### config.mk
export PLATFORM = sky130hd
export DESIGN_NAME = pcm_counter_block
export DESIGN_NICKNAME = d
export VERILOG_FILES = /design/src/hw/pcm_pkg.sv /design/src/hw/pcm_counter_block.sv
export SDC_FILE = /design/constraint.sdc
export NUM_CORES = 1
export LEC_CHECK = 0
export ABC_AREA = 1
export BUFFER_PORTS_ARGS = -buffer_cell sky130_fd_sc_hd__buf_2
export CAP_MARGIN = 20
export CELL_PAD_IN_SITES_DETAIL_PLACEMENT = 0
export CELL_PAD_IN_SITES_GLOBAL_PLACEMENT = 1
export CORE_UTILIZATION = 50
export DETAILED_ROUTE_END_ITERATION = 8
export PLACE_DENSITY = 0.95
export SYNTH_ARGS = -nofsm -noshare
export SYNTH_HDL_FRONTEND = slang
export SYNTH_SLANG_ARGS = --single-unit
### constraint.sdc
create_clock -name clk_sys_i -period 20.6 [get_ports clk_sys_i]
set_input_delay 1.03 -clock clk_sys_i [delete_from_list [all_inputs] [get_ports clk_sys_i]]
set_output_delay 1.03 -clock clk_sys_i [all_outputs]
set_load 0.005 [all_outputs]
### src/hw/pcm_pkg.sv
package pcm_pkg;

    // ------------------------------------------------------------
    // Geometry
    // ------------------------------------------------------------
    localparam int unsigned NUM_COUNTERS  = 3;             // Counters 0 to 2
    localparam int unsigned CNT_W         = 16;            // Count width
    localparam int unsigned ADDR_W        = 8;             // Register address width
    localparam int unsigned DATA_W        = 32;            // Register data width

    // ------------------------------------------------------------
    // Register map (per counter stride of 0x10)
    // ------------------------------------------------------------
    localparam logic [7:0] REG_CTRL       = 8'h00;         // Mode, system, level, commit
    localparam logic [7:0] REG_COUNT      = 8'h04;         // Load value
    localparam logic [7:0] REG_FETCH      = 8'h08;         // Fetched count (read only)
    localparam logic [7:0] REG_MEAS       = 8'h0c;         // Measurement control and status
    localparam logic [7:0] REG_STRIDE     = 8'h10;         // Distance between counters
    localparam logic [31:0] RD_UNMAPPED   = 32'h0000_0000; // Answer to unmapped reads

    // ------------------------------------------------------------
    // Control field positions
    // ------------------------------------------------------------
    localparam int unsigned CTRL_MODE_LSB = 0;             // Operating mode code, 3 bits
    localparam int unsigned CTRL_BCD_BIT  = 3;             // Number system select
    localparam int unsigned CTRL_LVL_BIT  = 4;             // Forced output level
    localparam int unsigned MEAS_KIND_LSB = 0;             // Measurement kind, 2 bits
    localparam int unsigned MEAS_SRC_LSB  = 2;             // Timebase select, 3 bits
    localparam int unsigned MEAS_EN_BIT   = 5;             // Measurement enable
    localparam int unsigned MEAS_GO_BIT   = 6;             // Start strobe (write)
    localparam int unsigned MEAS_BUSY_BIT = 8;             // Status: armed or running
    localparam int unsigned MEAS_DONE_BIT = 9;             // Status: result held
    localparam int unsigned MEAS_OVF_BIT  = 10;            // Status: overflow

    // ------------------------------------------------------------
    // Encodings
    // ------------------------------------------------------------
    typedef enum logic [2:0] {
        mode_toggle_at_zero     = 3'h0,
        mode_single_pulse       = 3'h1,
        mode_periodic_pulse     = 3'h2,
        mode_square_output      = 3'h3,
        mode_level_gated_strobe = 3'h4,
        mode_edge_gated_strobe  = 3'h5,
        cmd_fetch_count         = 3'h6,
        cmd_reset_counter       = 3'h7
    } pcm_mode_t;

    typedef enum logic [1:0] {
        meas_high_width  = 2'h0,
        meas_low_width   = 2'h1,
        meas_rise_to_rise = 2'h2,
        meas_fall_to_fall = 2'h3
    } pcm_meas_kind_t;

    typedef enum logic [1:0] {
        MS_IDLE = 2'b00,
        MS_ARM  = 2'b01,
        MS_RUN  = 2'b11,
        MS_DONE = 2'b10
    } pcm_meas_state_t;

    // Timebase select codes; 0 is the external source pin
    localparam logic [2:0] TB_SOURCE_PIN  = 3'h0;
    localparam int unsigned CLK_HZ        = 50_000_000;
    localparam int unsigned TB_HZ [1:6]   = '{20_000_000, 1_000_000, 100_000, 10_000, 1_000, 100};
    localparam logic [15:0] BIN_MAX       = 16'hffff;      // Zero load in binary
    localparam logic [15:0] BCD_ZERO_LOAD = 16'h9999;      // Decrement from zero wraps here

    // Per counter pin group
    typedef struct packed {
        logic src;   // Count clock / source pin
        logic gate;  // Gate pin
    } pcm_pins_t;

endpackage

### src/hw/pcm_counter_block.sv
// The address-and-strobe port and the placing of the registers are this design's own decisions.
`timescale 1ns/1ps
module pcm_counter_block
    import pcm_pkg::*;
#(
    parameter int unsigned N_CNT = NUM_COUNTERS
) (
    input  wire logic                 clk_sys_i,
    input  wire logic                 rstn_i,
    input  wire logic [ADDR_W-1:0]    addr_i,
    input  wire logic [DATA_W-1:0]    wdata_i,
    input  wire logic                 wr_i,
    input  wire logic                 rd_i,
    output logic      [DATA_W-1:0]    rdata_o,
    input  wire pcm_pins_t [N_CNT-1:0] pins_i,
    output logic      [N_CNT-1:0]     out_o
);

    // ------------------------------------------------------------
    // Reset release
    // ------------------------------------------------------------
    logic [1:0] rst_sync_q;  // Two stage release of the async reset
    logic       rst_n;       // Synchronised reset used everywhere

    // Assert at once, release after two edges
    always_ff @(posedge clk_sys_i or negedge rstn_i) begin
        if (!rstn_i) begin
            rst_sync_q <= 2'b00;
        end else begin
            rst_sync_q <= {rst_sync_q[0], 1'b1};
        end
    end
    assign rst_n = rst_sync_q[1];

    // ------------------------------------------------------------
    // Internal timebase ticks, shared by all counters
    // ------------------------------------------------------------
    logic [6:1] tb_tick;     // One cycle enable per fixed frequency

    // One divider per frequency; 20 MHz is not an integer divisor, so use a
    // phase accumulator which yields an exact average rate with jitter
    for (genvar t = 1; t <= 6; t++) begin : g_tb
        localparam logic [31:0] STEP = 32'(TB_HZ[t]);
        logic [31:0] acc_q;  // Phase accumulator
        always_ff @(posedge clk_sys_i or negedge rst_n) begin
            if (!rst_n) begin
                acc_q <= 32'h0000_0000;
            end else if (acc_q + STEP >= 32'(CLK_HZ)) begin
                acc_q <= acc_q + STEP - 32'(CLK_HZ);
            end else begin
                acc_q <= acc_q + STEP;
            end
        end
        assign tb_tick[t] = (acc_q + STEP >= 32'(CLK_HZ));
    end

    // ------------------------------------------------------------
    // Bus decode
    // ------------------------------------------------------------
    logic [DATA_W-1:0] rd_word [N_CNT];  // Read value of each counter slice
    logic [N_CNT-1:0]  hit;              // Address falls in a slice
    logic [7:0]        reg_off;          // Offset within a slice

    assign reg_off = addr_i & (REG_STRIDE - 8'h01);

    // ------------------------------------------------------------
    // Counter slices, one per counter
    // ------------------------------------------------------------
    for (genvar c = 0; c < N_CNT; c++) begin : g_cnt
        localparam logic [7:0] BASE = 8'(c * REG_STRIDE);
        pcm_mode_t       mode_q;     // Operating mode code
        logic            bcd_q;      // Number system select
        logic [CNT_W-1:0] load_q;    // Programmed count
        logic [CNT_W-1:0] cnt_q;     // Live count
        logic [CNT_W-1:0] fetched_count_q; // Latched for host
        logic            out_q;      // Output level
        logic            run_q;      // Counting armed
        logic            trig_q;     // Gate edge seen in edge modes
        logic [1:0]      src_s_q;    // Source pin synchroniser
        logic [1:0]      gate_s_q;   // Gate pin synchroniser
        logic            src_d1_q;   // Delayed source for edge detect
        logic            gate_d1_q;  // Delayed gate for edge detect
        logic            src_rise;   // Count clock edge
        logic            gate_rise;  // Gate rising edge
        logic            gate_fall;  // Gate falling edge
        logic            gate_lvl;   // Synchronised gate level
        logic            wr_ctrl;    // Control write
        logic            wr_cnt;     // Count write
        logic            wr_meas;    // Measurement control write
        logic [CNT_W-1:0] dec;       // Count minus one in current system
        logic [CNT_W-1:0] dec2;      // Count minus two (square wave)
        logic            at_one;     // Count about to reach zero
        pcm_meas_kind_t  kind_q;     // Measurement kind
        logic [2:0]      tbsel_q;    // Timebase select
        logic            meas_en_q;  // Slice is in measurement operation
        pcm_meas_state_t ms_q;       // Measurement state
        logic [CNT_W-1:0] meas_q;    // Measurement count
        logic            ovf_q;      // Measurement overflow
        logic            tb_en;      // Selected timebase enable
        logic            start_ev;   // Starting gate edge
        logic            end_ev;     // Ending gate edge

        assign hit[c]  = (addr_i & ~(REG_STRIDE - 8'h01)) == BASE;
        assign wr_ctrl = wr_i && hit[c] && reg_off == REG_CTRL;
        assign wr_cnt  = wr_i && hit[c] && reg_off == REG_COUNT;
        assign wr_meas = wr_i && hit[c] && reg_off == REG_MEAS;

        // Pin synchronisers; the first stage feeds only the second
        always_ff @(posedge clk_sys_i or negedge rst_n) begin
            if (!rst_n) begin
                src_s_q   <= 2'b00;
                gate_s_q  <= 2'b00;
                src_d1_q  <= 1'b0;
                gate_d1_q <= 1'b0;
            end else begin
                src_s_q   <= {src_s_q[0], pins_i[c].src};
                gate_s_q  <= {gate_s_q[0], pins_i[c].gate};
                src_d1_q  <= src_s_q[1];
                gate_d1_q <= gate_s_q[1];
            end
        end
        assign gate_lvl  = gate_s_q[1];
        assign src_rise  = src_s_q[1] & ~src_d1_q;
        assign gate_rise = gate_s_q[1] & ~gate_d1_q;
        assign gate_fall = ~gate_s_q[1] & gate_d1_q;

        // Decrement in binary or BCD; zero wraps to the largest count
        function automatic logic [CNT_W-1:0] step_down(input logic [CNT_W-1:0] v, input logic b);
            logic [CNT_W-1:0] r;
            logic             borrow;
            r      = v;
            borrow = 1'b1;
            if (!b) begin
                r = v - 16'h0001;
            end else begin
                for (int d = 0; d < 4; d++) begin
                    if (borrow) begin
                        if (v[d*4 +: 4] == 4'h0) begin
                            r[d*4 +: 4] = 4'h9;
                        end else begin
                            r[d*4 +: 4] = v[d*4 +: 4] - 4'h1;
                            borrow      = 1'b0;
                        end
                    end
                end
            end
            return r;
        endfunction
        assign dec    = step_down(cnt_q, bcd_q);
        assign dec2   = step_down(dec, bcd_q);
        assign at_one = (cnt_q == 16'h0001);

        // Mode, number system and command handling
        always_ff @(posedge clk_sys_i or negedge rst_n) begin
            if (!rst_n) begin
                mode_q          <= mode_toggle_at_zero;
                bcd_q           <= 1'b0;
                fetched_count_q <= 16'h0000;
            end else if (wr_ctrl) begin
                if (pcm_mode_t'(wdata_i[CTRL_MODE_LSB +: 3]) == cmd_fetch_count) begin
                    fetched_count_q <= cnt_q;
                end else if (pcm_mode_t'(wdata_i[CTRL_MODE_LSB +: 3]) != cmd_reset_counter) begin
                    mode_q <= pcm_mode_t'(wdata_i[CTRL_MODE_LSB +: 3]);
                    bcd_q  <= wdata_i[CTRL_BCD_BIT];
                end
            end
        end

        // Load value register
        always_ff @(posedge clk_sys_i or negedge rst_n) begin
            if (!rst_n) begin
                load_q <= 16'h0000;
            end else if (wr_cnt) begin
                load_q <= wdata_i[CNT_W-1:0];
            end
        end

        // Waveform engine: advances on source pin rising edges
        always_ff @(posedge clk_sys_i or negedge rst_n) begin
            if (!rst_n) begin
                cnt_q  <= 16'h0000;
                out_q  <= 1'b1;
                run_q  <= 1'b0;
                trig_q <= 1'b0;
            end else if (wr_ctrl && pcm_mode_t'(wdata_i[CTRL_MODE_LSB +: 3]) == cmd_reset_counter) begin
                cnt_q  <= 16'h0000;
                out_q  <= wdata_i[CTRL_LVL_BIT];
                run_q  <= 1'b0;
                trig_q <= 1'b0;
            end else if (wr_ctrl && pcm_mode_t'(wdata_i[CTRL_MODE_LSB +: 3]) != cmd_fetch_count) begin
                // Mode set: zero load stands for the largest count via wrap
                cnt_q  <= load_q;
                run_q  <= 1'b1;
                trig_q <= 1'b0;
                out_q  <= (wdata_i[CTRL_MODE_LSB +: 3] != 3'(mode_toggle_at_zero));
            end else if (gate_rise && (mode_q == mode_single_pulse || mode_q == mode_edge_gated_strobe)) begin
                // Edge modes retrigger: reload and arm, start on next count clock
                cnt_q  <= load_q;
                trig_q <= 1'b1;
                run_q  <= 1'b1;
            end else if (src_rise && run_q && !meas_en_q) begin
                unique case (mode_q)
                    mode_toggle_at_zero: begin
                        if (gate_lvl && !out_q) begin
                            cnt_q <= dec;
                            out_q <= at_one;
                        end
                    end
                    mode_single_pulse: begin
                        if (trig_q) begin
                            out_q  <= 1'b0;
                            trig_q <= 1'b0;
                        end else if (!out_q) begin
                            cnt_q <= dec;
                            out_q <= at_one;
                        end
                    end
                    mode_periodic_pulse: begin
                        if (gate_lvl) begin
                            cnt_q <= at_one ? load_q : dec;
                            out_q <= !(cnt_q == 16'h0002);
                        end
                    end
                    mode_square_output: begin
                        if (gate_lvl) begin
                            // Step by two; an odd count gives both halves the same rounded-up length
                            if (cnt_q <= 16'h0002 && cnt_q != 16'h0000) begin
                                cnt_q <= load_q;
                                out_q <= ~out_q;
                            end else begin
                                cnt_q <= dec2;
                            end
                        end
                    end
                    mode_level_gated_strobe, mode_edge_gated_strobe: begin
                        if (!out_q) begin
                            out_q <= 1'b1;
                            run_q <= 1'b0;
                        end else if ((mode_q == mode_level_gated_strobe && gate_lvl) || trig_q) begin
                            cnt_q <= dec;
                            if (at_one) begin
                                out_q  <= 1'b0;
                                trig_q <= 1'b0;
                            end
                        end
                    end
                    default: begin
                        out_q <= out_q;
                    end
                endcase
            end
        end

        // Measurement timebase selection
        assign tb_en = (tbsel_q == TB_SOURCE_PIN) ? src_rise :
                       (tbsel_q <= 3'h6) ? tb_tick[tbsel_q] : 1'b0;

        // Start and end events per measurement kind
        always_comb begin
            start_ev = 1'b0;
            end_ev   = 1'b0;
            unique case (kind_q)
                meas_high_width:   begin start_ev = gate_rise; end_ev = gate_fall; end
                meas_low_width:    begin start_ev = gate_fall; end_ev = gate_rise; end
                meas_rise_to_rise: begin start_ev = gate_rise; end_ev = gate_rise; end
                meas_fall_to_fall: begin start_ev = gate_fall; end_ev = gate_fall; end
            endcase
        end

        // Measurement configuration
        always_ff @(posedge clk_sys_i or negedge rst_n) begin
            if (!rst_n) begin
                kind_q    <= meas_high_width;
                tbsel_q   <= TB_SOURCE_PIN;
                meas_en_q <= 1'b0;
            end else if (wr_meas) begin
                kind_q    <= pcm_meas_kind_t'(wdata_i[MEAS_KIND_LSB +: 2]);
                tbsel_q   <= wdata_i[MEAS_SRC_LSB +: 3];
                meas_en_q <= wdata_i[MEAS_EN_BIT];
            end
        end

        // Measurement sequencer: idle until started, then hold the result
        always_ff @(posedge clk_sys_i or negedge rst_n) begin
            if (!rst_n) begin
                ms_q   <= MS_IDLE;
                meas_q <= 16'h0000;
                ovf_q  <= 1'b0;
            end else if (wr_meas) begin
                ms_q   <= (wdata_i[MEAS_EN_BIT] && wdata_i[MEAS_GO_BIT]) ? MS_ARM : MS_IDLE;
                meas_q <= 16'h0000;
                ovf_q  <= 1'b0;
            end else begin
                unique case (ms_q)
                    MS_IDLE: ms_q <= MS_IDLE;
                    MS_ARM:  if (start_ev) ms_q <= MS_RUN;
                    MS_RUN: begin
                        if (end_ev) begin
                            ms_q <= MS_DONE;
                        end else if (tb_en) begin
                            meas_q <= meas_q + 16'h0001;
                            if (meas_q == BIN_MAX) ovf_q <= 1'b1;
                        end
                    end
                    MS_DONE: ms_q <= MS_DONE;
                endcase
            end
        end

        // Read mux of this slice
        always_comb begin
            rd_word[c] = RD_UNMAPPED;
            unique case (reg_off)
                REG_CTRL:  rd_word[c] = {27'h0, out_q, bcd_q, 1'b0, mode_q[1:0]} | {29'h0, mode_q};
                REG_COUNT: rd_word[c] = {16'h0, load_q};
                REG_FETCH: rd_word[c] = {16'h0, fetched_count_q};
                REG_MEAS:  rd_word[c] = {meas_q, 5'h0, ovf_q, ms_q == MS_DONE, ms_q == MS_RUN || ms_q == MS_ARM,
                                         2'b00, meas_en_q, tbsel_q, kind_q};
                default:   rd_word[c] = RD_UNMAPPED;
            endcase
        end
        assign out_o[c] = out_q;
    end

    // ------------------------------------------------------------
    // Read data, valid the cycle after the strobe
    // ------------------------------------------------------------
    always_ff @(posedge clk_sys_i or negedge rst_n) begin
        if (!rst_n) begin
            rdata_o <= RD_UNMAPPED;
        end else if (rd_i) begin
            rdata_o <= RD_UNMAPPED;
            for (int k = 0; k < N_CNT; k++) begin
                if (hit[k]) rdata_o <= rd_word[k];
            end
        end else begin
            rdata_o <= RD_UNMAPPED;
        end
    end

endmodule

### Word level (Yosys, flattened, before mapping)

Cells that the tools add are included.
W data, S select, Z words.

| word-level totals | value |
|---|---|
| input port bits | 50 |
| flip-flop bits (word level) | 484 |

| operators by class | value |
|---|---|
| eq/ne operators | 102 |
| reductions and logical operators | 166 |
| add/subtract/negate cells | 45 |
| $lt $le $gt $ge | 15 |
| mux-type cells | 293 |
| bitwise logic cells | 25 |

Operators with widths:

| kind | number |
|---|---|
| $mux W16 | 57 |
| $pmux W32 S4 | 3 |
| $mux W32 | 10 |
| $pmux W16 S5 | 3 |
| $ge A32 B26 Y1 const B | 6 |
| $sub A32 B26 Y32 const B | 6 |
| $mux W4 | 42 |
| $mux W1 | 151 |
| $logic_not A4 Y1 | 24 |
| $sub A16 B1 Y16 const B | 6 |
| $sub A4 B1 Y4 const B | 24 |
| $ne A5 B5 Y1 const B | 18 |
| $add A16 B1 Y16 const B | 3 |
| $eq A16 B1 Y1 const B | 3 |
| $eq A16 B16 Y1 const B | 3 |
| $eq A16 B2 Y1 const B | 3 |
| $le A16 B2 Y1 const B | 3 |
| $ne A4 B4 Y1 const B | 12 |
| $reduce_bool A16 Y1 | 3 |
| $logic_and A1 B1 Y1 | 37 |
| $ne A3 B3 Y1 const B | 11 |
| $add A32 B10 Y32 const B | 1 |
| $add A32 B14 Y32 const B | 1 |
| $add A32 B17 Y32 const B | 1 |
| 43 further kinds | 215 |

### Depth between registers and ports, before layout

Gate-level depths: netlist of run 1.

| depth | value |
|---|---|
| word-level depth | 25 |
| gate-level depth with buffers | 25 |

### Worst setup path after synthesis of run 1

OpenSTA, ideal clock, no wires.

| timing | value |
|---|---|
| path kind | input -> register |
| start | input port addr_i[7] |
| end | register g_cnt[1].cnt_q[13] |
| arrival time | 2,892 ps |
| cell stages on the path | 15 |
| path slack | 17,625 ps |
| required time | 20,517 ps |
| library setup time | 83 ps |
| buffers on the path | 0 |
| cell sequence | nor2_1 -> nand2_1 -> nor2_1 -> nand2_1 -> nor2_1 -> nand2_1 -> a311oi_1 -> nand4_1 -> nand2_1 -> inv_1 -> nor2_2 -> inv_1 -> a21oi_1 -> nand2_1 -> o21ai_0 |

| between the ends | value |
|---|---|
| word-level cells in the longest chain between the ends | 6 |

RTL lines:

| element | RTL line | source |
|---|---|---|
| from (decl) | pcm_counter_block.sv:10 | `input wire logic [ADDR_W-1:0] addr_i,` |
| $eq A4 B1 Y1 (*) | pcm_counter_block.sv:103 | `assign hit[c] = (addr_i & ~(REG_STRIDE - 8'h01)) == BASE;` |
| $logic_and A1 B1 Y1 (*) (2 in series) | pcm_counter_block.sv:104 | `assign wr_ctrl = wr_i && hit[c] && reg_off == REG_CTRL;` |
| $logic_and A1 B1 Y1 (on tied branches) | pcm_counter_block.sv:185, pcm_counter_block.sv:190 |  |
| $ne A5 B5 Y1 (no source line), or another cell as far along | n/a |  |
| $reduce_and A9 Y1 (no source line) or $mux W16 (tied branches) | n/a |  |
| to (signal assigned) | pcm_counter_block.sv:192 | `cnt_q <= load_q;` |
| to (signal assigned) | pcm_counter_block.sv:198 | `cnt_q <= load_q;` |
| to (signal assigned) | pcm_counter_block.sv:220 | `cnt_q <= at_one ? load_q : dec;` |
| to (decl) | pcm_counter_block.sv:74 | `logic [CNT_W-1:0] cnt_q;` |

Mark *: on every way between the ends. The rest lies on a longest branch, timed or not.
A chain may end at the register's enable or synchronous reset.

### Worst setup path in the final report of run 1

| timing | value |
|---|---|
| start | input port addr_i[1] |
| end | register g_cnt[1].cnt_q[9] |

| between the ends | value |
|---|---|
| word-level cells in the longest chain between the ends | 5 |

RTL lines:

| element | RTL line |
|---|---|
| $logic_not A8 Y1 (*) | pcm_counter_block.sv:104 |
| $logic_and A1 B1 Y1 (*) | pcm_counter_block.sv:104 |
| $logic_and A1 B1 Y1 (on tied branches) | pcm_counter_block.sv:185, pcm_counter_block.sv:190 |
| $ne A5 B5 Y1 (no source line), or another cell as far along | n/a |
| $reduce_and A9 Y1 (no source line) or $mux W16 (tied branches) | n/a |

Marks and branches as above.

==> metrics.yaml, run 1 <==
yosys:
  synth_area_leaders: "dfrtp_1, nand2_1, inv_1"
  synth_area_um2: 33100
  yosysMostFrequentCell: "nand2_1"
  synth-edff-count: 0
  syn_inst: 4925
  synthMuxAreaShare_pct: 0.155
  yosys-top-cells-count: "nand2_1, inv_1, nor2_1, dfrtp_1, nand3_1"
  synth-main-ff-cell: "dfrtp_1"
  synth_top_family_by_area: "simple AND/OR/NAND/NOR gates"
  synth_top_area_share_pct: 34.3
  async_flop_share_pct: 100
  yosys_warnings: 0
  syn_avg_cell_area_um2: 6.72
  synth-xor-area-share_pct: 6.31
  synth_compound_area_share_pct: 14.3
  yosysSeqAreaShare_pct: 34.6
  synth-simple-area-share_pct: 33.5
  synth.distinct_cells: 68
  synthAdderAreaFrac_pct: 1.82
  syn_nets: 5023
  synth_top_area_cell: "dfrtp_1"
  ys_ff_latch: 457
worst_setup_path:
  rrSetupSlack_ps: 16980
  cp_num_buf_inv: 3
  cp-start-kind: "primary input"
  crit_fanout: 13
  rr_worst_depth: 19
  timing.rr.start: "g_tb[5].acc_q[3]$_DFF_PN0_"
  critical_path.most_common_cell: "nand2_1"
  critPathLaunch: "addr_i[1]"
  critical_path.slowest_cell: "nand2_1"
  cp.required_ps: 21140
  path_depth: 14
  r2r-end: "g_cnt[0].meas_q[0]$_DFFE_PN0P_"
  endpoint: "g_cnt[1].cnt_q[9]$_DFFE_PN0P_"
  criticalPathCategory: "in -> reg"
  crit_arrival_ps: 4860
  crit_chain: "buf_2 -> nor2_1 -> nand2_1 -> nor2_1 -> nand2_1 -> a311oi_1 -> nand4_1 -> nand2_1 -> inv_1 -> nor2_2 -> inv_1 -> a21oi_1 -> nand2_1 -> o21ai_0"
  crit_path_end_kind: "register"
  cpPeakStageDelay_ps: 490
  crit_family: "simple AND/OR/NAND/NOR gates"
layout:
  drive_above_1_share_pct: 8.00
  fin_nets: 5067
  multi_input_area_um2: 18600
  postLayoutCellArea_um2: 36200
  fillers: 6419
  seq_area_um2: 11400
  area_delta_synth_final_pct: 9.45
timing:
  slew_headroom_pct: 22.3
  fmax_ghz: 0.232
  post-route-period-util_pct: 21.0
  hold_viol_final: 0
  worstMarginPinSlew_ps: 1160
  post-route-min-period_ps: 4320
  fin_tns_setup_ps: 0
  rsz0062_at_grt: "false"
  setup_viol: 0
  maxSlewViolCount: 0
  fin_skew_ps: 35.2
run:
  maxCapViolCount: 0
detailed_routing:
  wl_met2_mm: 43.5
  vias_per_cell: 5.49
  drt-initial-drc-count: 2896
  routed.top_layer: "met5"
  wl_per_cell_um: 16.3
  drc: 0
  num_vias: 32200
  wl_met1_mm: 42.0
  routed-wl-met3_mm: 6.59
  dr.pass1.iters: 7
  ant_nets: 0
  wl_mm: 95.5
placement:
  post_dp_cell_area_um2: 34200
  dp_hpwl_mm: 72.2
  io_buffers: 68
  place.gp.congestion: 0.948
clock_tree:
  max-clock-path-buffers: 3
  path_clk_slew_ps: 60
  clock_sink_count: 457
  cts_tree: "done"
  htreeDepth: 2
  postCtsHoldBufs: 0
  cts_resized: 0
  root_buffer: "clkbuf_16"
  worstSkewPairLatency_ps: 650
  cts_made_buffers: 54
  post_cts_buffers: 0
global_routing:
  grt_max_degree: 176
  grt_use_total_pct: 28.4
  overflow: 0
  grt_pass1_vias: 30400
  antenna_found_initial: 2
  grt_pass1_wl_mm: 155
floorplan:
  ios: 85
  die_w_um: 259
  num_rows: 93
  dieArea_um2: 67200
  core_area_um2: 64900
  initial_core_util_pct: 50.9
  die_y_um: 259
status:
  outcome: "finished, final reports clean"
power_and_ir_drop:
  max-vdd-ir-drop_v: 0.0000684
  power.density_nw_per_um2: 66.2
  p_leak_nw: 17.5
min_path:
  hold_class: "in -> async"
==> layer usage <==
| metal | global-route usage (%) | up-vias |
|---|---|---|
| li1 | - | 16000 |
| met1 | 38.4 | 14900 |
| met2 | 46.3 | 1097 |
| met3 | 3.73 | 213 |
| met4 | 10.7 | 2 |
| met5 | 0 | - |
==> flip-flops by register name (all words and copies together), names as in the netlist <==
register,cells
g_cnt.ms_q,6
g_cnt.trig_q,3
g_tb.acc_q,165
g_cnt.ovf_q,3
g_cnt.load_q,48
g_cnt.gate_s_q,6
g_cnt.meas_q,48
g_cnt.fetched_count_q,48
g_cnt.gate_d1_q,3
rdata_o,32
g_cnt.kind_q,6
g_cnt.meas_en_q,3
g_cnt.cnt_q,48
g_cnt.out_q,3
g_cnt.bcd_q,3
g_cnt.mode_q,9
g_cnt.src_s_q,6
rst_sync_q,2
g_cnt.run_q,3
g_cnt.src_d1_q,3
g_cnt.tbsel_q,9
==> worst min path at each step <==
stage,to,slack [ps],startpoint,depth (start not counted)
after CTS,rst_sync_q[1]$_DFF_PN0_,150,rstn_i,1
after detailed placement,g_cnt[1].gate_s_q[1]$_DFF_PN0_,340,g_cnt[1].gate_s_q[0]$_DFF_PN0_,0
after global routing,rst_sync_q[1]$_DFF_PN0_,160,rstn_i,1
final,rst_sync_q[1]$_DFF_PN0_,180,rstn_i,1
after global placement,g_cnt[0].gate_s_q[1]$_DFF_PN0_,340,g_cnt[0].gate_s_q[0]$_DFF_PN0_,0
after floorplan,g_cnt[0].gate_s_q[1]$_DFF_PN0_,330,g_cnt[0].gate_s_q[0]$_DFF_PN0_,0
==> worst reg2reg max path: cells and delay by family, from the launching register on <==
kind                     cells  cell delay, ps
AO/OA/AOI/OAI                2             200
flip-flops                   1             410
AND/OR/NAND/NOR             15            2620
buffers and inverters        1              90
adder cells (fa/ha/maj)      1             220
==> placed cells by master, fill, tap and decap left out, types with 34 or more instances in the layout <==
master,Yosys,final
a21oi_1,144,144
buf_2,15,68
clkbuf_16,0,54
dfrtp_1,454,453
ha_1,48,48
inv_1,657,657
nand2_1,1377,1377
nand2_2,64,64
nand3_1,383,383
nand4_1,77,77
nor2_1,523,518
nor2_2,38,42
nor3_1,61,60
o211ai_1,43,43
o21ai_0,347,347
o21ai_2,34,34
o22ai_1,39,39
xnor2_1,43,43
xor2_1,186,186
==> where the power goes <==
group | switching [W] | leakage (nW) | internal (W)
sequential | 0.0000481 | 5.70 | 0.000938
clock | 0.000423 | 0.941 | 0.000637
combinational | 0.000243 | 10.8 | 0.000106
==> kinds of logic after synthesis <==
group / Yosys count
xor gates and xnor gates: 234
DFF: 457
adders and majority gates: 48
buffers and inverters: 798
and+or+nand+nor: 2595
other: 1
muxes: 5
AOI/OAI and AO/OA: 787
==> final cells by class <==
class	count	area share (%)
Inverter	693	7.18
Antenna cell	1	0.00691
Timing Repair Buffer	93	1.58
Clock buffer	65	3.93
Sequential cell	457	31.6
Clock inverter	35	1.47
Multi-Input combinational cell	3670	51.3
Tap cell	855	2.95
==> through the flow <==
| stage | cells | total power, W | util [%] | setup slack (ps) | hold slack (ps) |
|---|---|---|---|---|---|
| floorplan | 4925 | 0.00124 | - | 6920 | 331 |
| CTS | 5864 | 0.00240 | 55.7 | 16470 | 148 |
| detailed placement | 5764 | 0.00134 | 52.7 | 15840 | 336 |
| finish | 5869 | 0.00240 | 55.8 | 16280 | 179 |
| global route | 5869 | 0.00250 | 55.8 | 15940 | 163 |
| global placement | 5764 | 0.00134 | 52.7 | 15840 | 335 |
(Power assumes the default switching activity.)
==> run 2, diff against run 1 <==
--- a/config.mk
+++ b/config.mk
@@ -10,9 +10,9 @@
 export CAP_MARGIN = 20
 export CELL_PAD_IN_SITES_DETAIL_PLACEMENT = 0
 export CELL_PAD_IN_SITES_GLOBAL_PLACEMENT = 1
-export CORE_UTILIZATION = 50
+export CORE_UTILIZATION = 42
 export DETAILED_ROUTE_END_ITERATION = 8
-export PLACE_DENSITY = 0.95
+export PLACE_DENSITY = 0.88
 export SYNTH_ARGS = -nofsm -noshare
 export SYNTH_HDL_FRONTEND = slang
 export SYNTH_SLANG_ARGS = --single-unit
==> constraint.sdc (replaced) <==
create_clock -name clk_sys_i -period 3.6 [get_ports clk_sys_i]
set_input_delay 0.18 -clock clk_sys_i [delete_from_list [all_inputs] [get_ports clk_sys_i]]
set_output_delay 0.18 -clock clk_sys_i [all_outputs]
set_load 0.005 [all_outputs]
==> run 2 against run 1 <==
  * Sequential power grew to 5.7 times the previous value
  * Final area is 2.8% higher
  * Clock-buffer cell count rose by 6
  * Clock power grew to 5.7 times the previous value
  * Critical path depth rose by 5
  * Non-clock buffer count up 86
  * Global-route usage down 3.4 points
  * Sequential cell count did not move
  * Via count grew 1.0%
  * Critical endpoint is now g_tb[4].acc_q[29]$_DFF_PN0_
  * Largest cell class unchanged
==> metrics.yaml, run 2 (synthesis gave the netlist of run 1 again) <==
layout:
  seq_area_um2: 11400  # unchanged
  largest_register_ff_count: 165  # unchanged
  layout_commonest_cell: "nand2_1"
  area_delta_synth_final_pct: 12.5
  final_cell_mix: "nand2_1, inv_1, nor2_1"
  drive_above_1_share_pct: 9.21  # +1.2 points
  fin_nets: 5153  # +1.7%
  multi_input_area_um2: 18600  # +0.24%
  fillers: 7910  # +23%
  regMostFlops: "g_tb.acc_q"
  fin_cells: 6142  # +4.7%
floorplan:
  die_y_um: 283  # +9.0%
  dieArea_um2: 79900  # +19%
  ios: 85  # unchanged
  die_w_um: 283  # +9.0%
  num_rows: 102  # +9.7%
  core_area_um2: 77700  # +20%
  initial_core_util_pct: 42.6  # -8.4 points
run:
  maxCapViolCount: 0  # unchanged
timing:
  worstMarginPinSlew_ps: 1050  # -105 ps
  post-route-period-util_pct: 92.5
  fin_skew_ps: 55.6  # +20.4 ps
  post-route-min-period_ps: 3330
  whs_ps: 131  # -47.5 ps
  maxSlewViolCount: 0  # unchanged
  fmax_ghz: 0.300
  fin_tns_setup_ps: 0  # unchanged
  hold_viol_final: 0  # unchanged
  slew_headroom_pct: 29.7  # +7.4 points
  rsz0062_at_grt: "false"
  setup_viol: 0  # unchanged
global_routing:
  grt_pass1_vias: 30700  # +1.2%
  grt_max_degree: 90  # -49%
  grt_use_total_pct: 25.0  # -3.4 points
  grt_pass1_wl_mm: 161  # +3.6%
  overflow: 0  # unchanged
  antenna_found_initial: 3  # +1
clock_tree:
  worstSkewPairLatency_ps: 640  # about the same
  htreeDepth: 2  # unchanged
  clock_sink_count: 457  # unchanged
  max-clock-path-buffers: 3  # unchanged
  path_clk_slew_ps: 60  # about the same
  root_buffer: "clkbuf_16"
  cts_made_buffers: 54  # unchanged
  cts_tree: "done"
worst_setup_path:
  crit_fanout: 17  # +4
  crit_family: "simple AND/OR/NAND/NOR gates"
  criticalPathCategory: "reg -> reg"
  crit_chain: "ha_1 -> nand3_1 -> nand3_2 -> nand2_2 -> nand2_4 -> nand2_2 -> xor2_2 -> inv_2 -> nor2_2 -> nand2_1 -> nor2_1 -> nand3_1 -> nand2_2 -> buf_4 -> nand2_1 -> a31oi_2 -> nand2_1 -> o21ai_1 -> nand2_1"
  cp-start-kind: "register"
  cp_num_buf_inv: 2  # -1
  cp.required_ps: 4100  # -17040 ps
  crit_arrival_ps: 3830  # -1030 ps
  critical_path.slowest_cell: "dfrtp_1"
  crit_path_end_kind: "register"
  cpPeakStageDelay_ps: 440  # -50 ps
  critical_path.most_common_cell: "nand2_1"
detailed_routing:
  drc: 0  # unchanged
  wl_per_cell_um: 16.2  # -0.68%
  vias_per_cell: 5.30  # -3.5%
  drt-initial-drc-count: 2869  # -0.93%
  dr.pass1.iters: 8  # +1
  ant_nets: 0  # unchanged
  num_vias: 32600  # +1.0%
  wl_mm: 99.3  # +3.9%
placement:
  io_buffers: 68  # unchanged
  place.gp.congestion: 0.949  # +0.17%
  dp_cells: 6014  # +4.3%
  dp_hpwl_mm: 75.7  # +4.9%
power_and_ir_drop:
  max-vdd-ir-drop_v: 0.000338  # +390%
  power.density_nw_per_um2: 369  # +460%
  p_leak_nw: 17.9  # +2.4%
min_path:
  hold_class: "in -> reg"
status:
  outcome: "finished, final reports clean"
-- run 2: changes by cell type in the layout (fill, tap and decap cells not counted), moves of 4 or more --
cell / previous run / this run
buf_4: 21 / 78
dlygate4sd3_1: 0 / 25
clkinv_2: 8 / 12
clkbuf_8: 3 / 11
buf_12: 1 / 6
-- run 2: stage by stage --
stage               util [%]  cell area (um^2)  setup WS [ps]  total power (W)
floorplan                  -             33100           -867          0.00708
global placement        45.0             35000            267          0.00773
detailed placement      45.0             35000            242          0.00775
CTS                     47.8             37200            274           0.0138
global route            47.9             37200           7.48           0.0143
finish                  47.9             37200            271           0.0137
-- run 2: tightest hold or removal path: cells and delay by family --
family / cells / cell delay (ps)
buffers and inverters: 2 / 140
and+or+nand+nor: 2 / 210
AOI/OAI and AO/OA: 1 / 180
-- run 2: worst paths after layout --
check | startpoint | to | slack (ps) | cells after the start
max | g_tb[4].acc_q[4]$_DFF_PN0_ | g_tb[4].acc_q[29]$_DFF_PN0_ | 270 | 19
min | addr_i[0] | rdata_o[5]$_DFF_PN0_ | 130 | 5
max reg2reg | g_tb[4].acc_q[4]$_DFF_PN0_ | g_tb[4].acc_q[29]$_DFF_PN0_ | 270 | 19
min reg2reg | g_cnt[1].gate_s_q[0]$_DFF_PN0_ | g_cnt[1].gate_s_q[1]$_DFF_PN0_ | 340 | 0
max in group asynchronous | rst_sync_q[1]$_DFF_PN0_ | g_cnt[2].out_q$_DFFE_PN1P_ | 2130 | 2
min in group asynchronous | rst_sync_q[1]$_DFF_PN0_ | g_tb[3].acc_q[17]$_DFF_PN0_ | 390 | 0
-- run 2: final cells by class --
cell class | count | share of cell area (%)
Inverter | 693 | 6.99
Multi-Input combinational cell | 3670 | 50.0
Sequential cell | 457 | 30.8
Clock inverter | 31 | 1.10
Antenna cell | 1 | 0.00672
Timing Repair Buffer | 179 | 3.54
Clock buffer | 71 | 4.10
Tap cell | 1040 | 3.50
-- run 2: what timing repair did --
action	CTS	global route
setup endpoints to repair	0	50
setup buffers	0	0
endpoints found under the hold margin	73	0
hold buffers	25	0
resized for setup	0	9
-- run 2: power breakdown --
group / total [W] / internal [W] / switching [W]
combinational: 0.00209 / 0.000689 / 0.00140
clock: 0.00600 / 0.00357 / 0.00243
sequential: 0.00564 / 0.00537 / 0.000270
total: 0.0137 / 0.00963 / 0.00410
-- run 2: routing by layer --
metal	track usage [%]	vias to the layer above	routed length, um
li1	-	16200	-
met1	34.3	15200	45200
met2	40.5	998	44800
met3	3.47	195	6120
met4	7.98	0	3220
met5	0	-	0
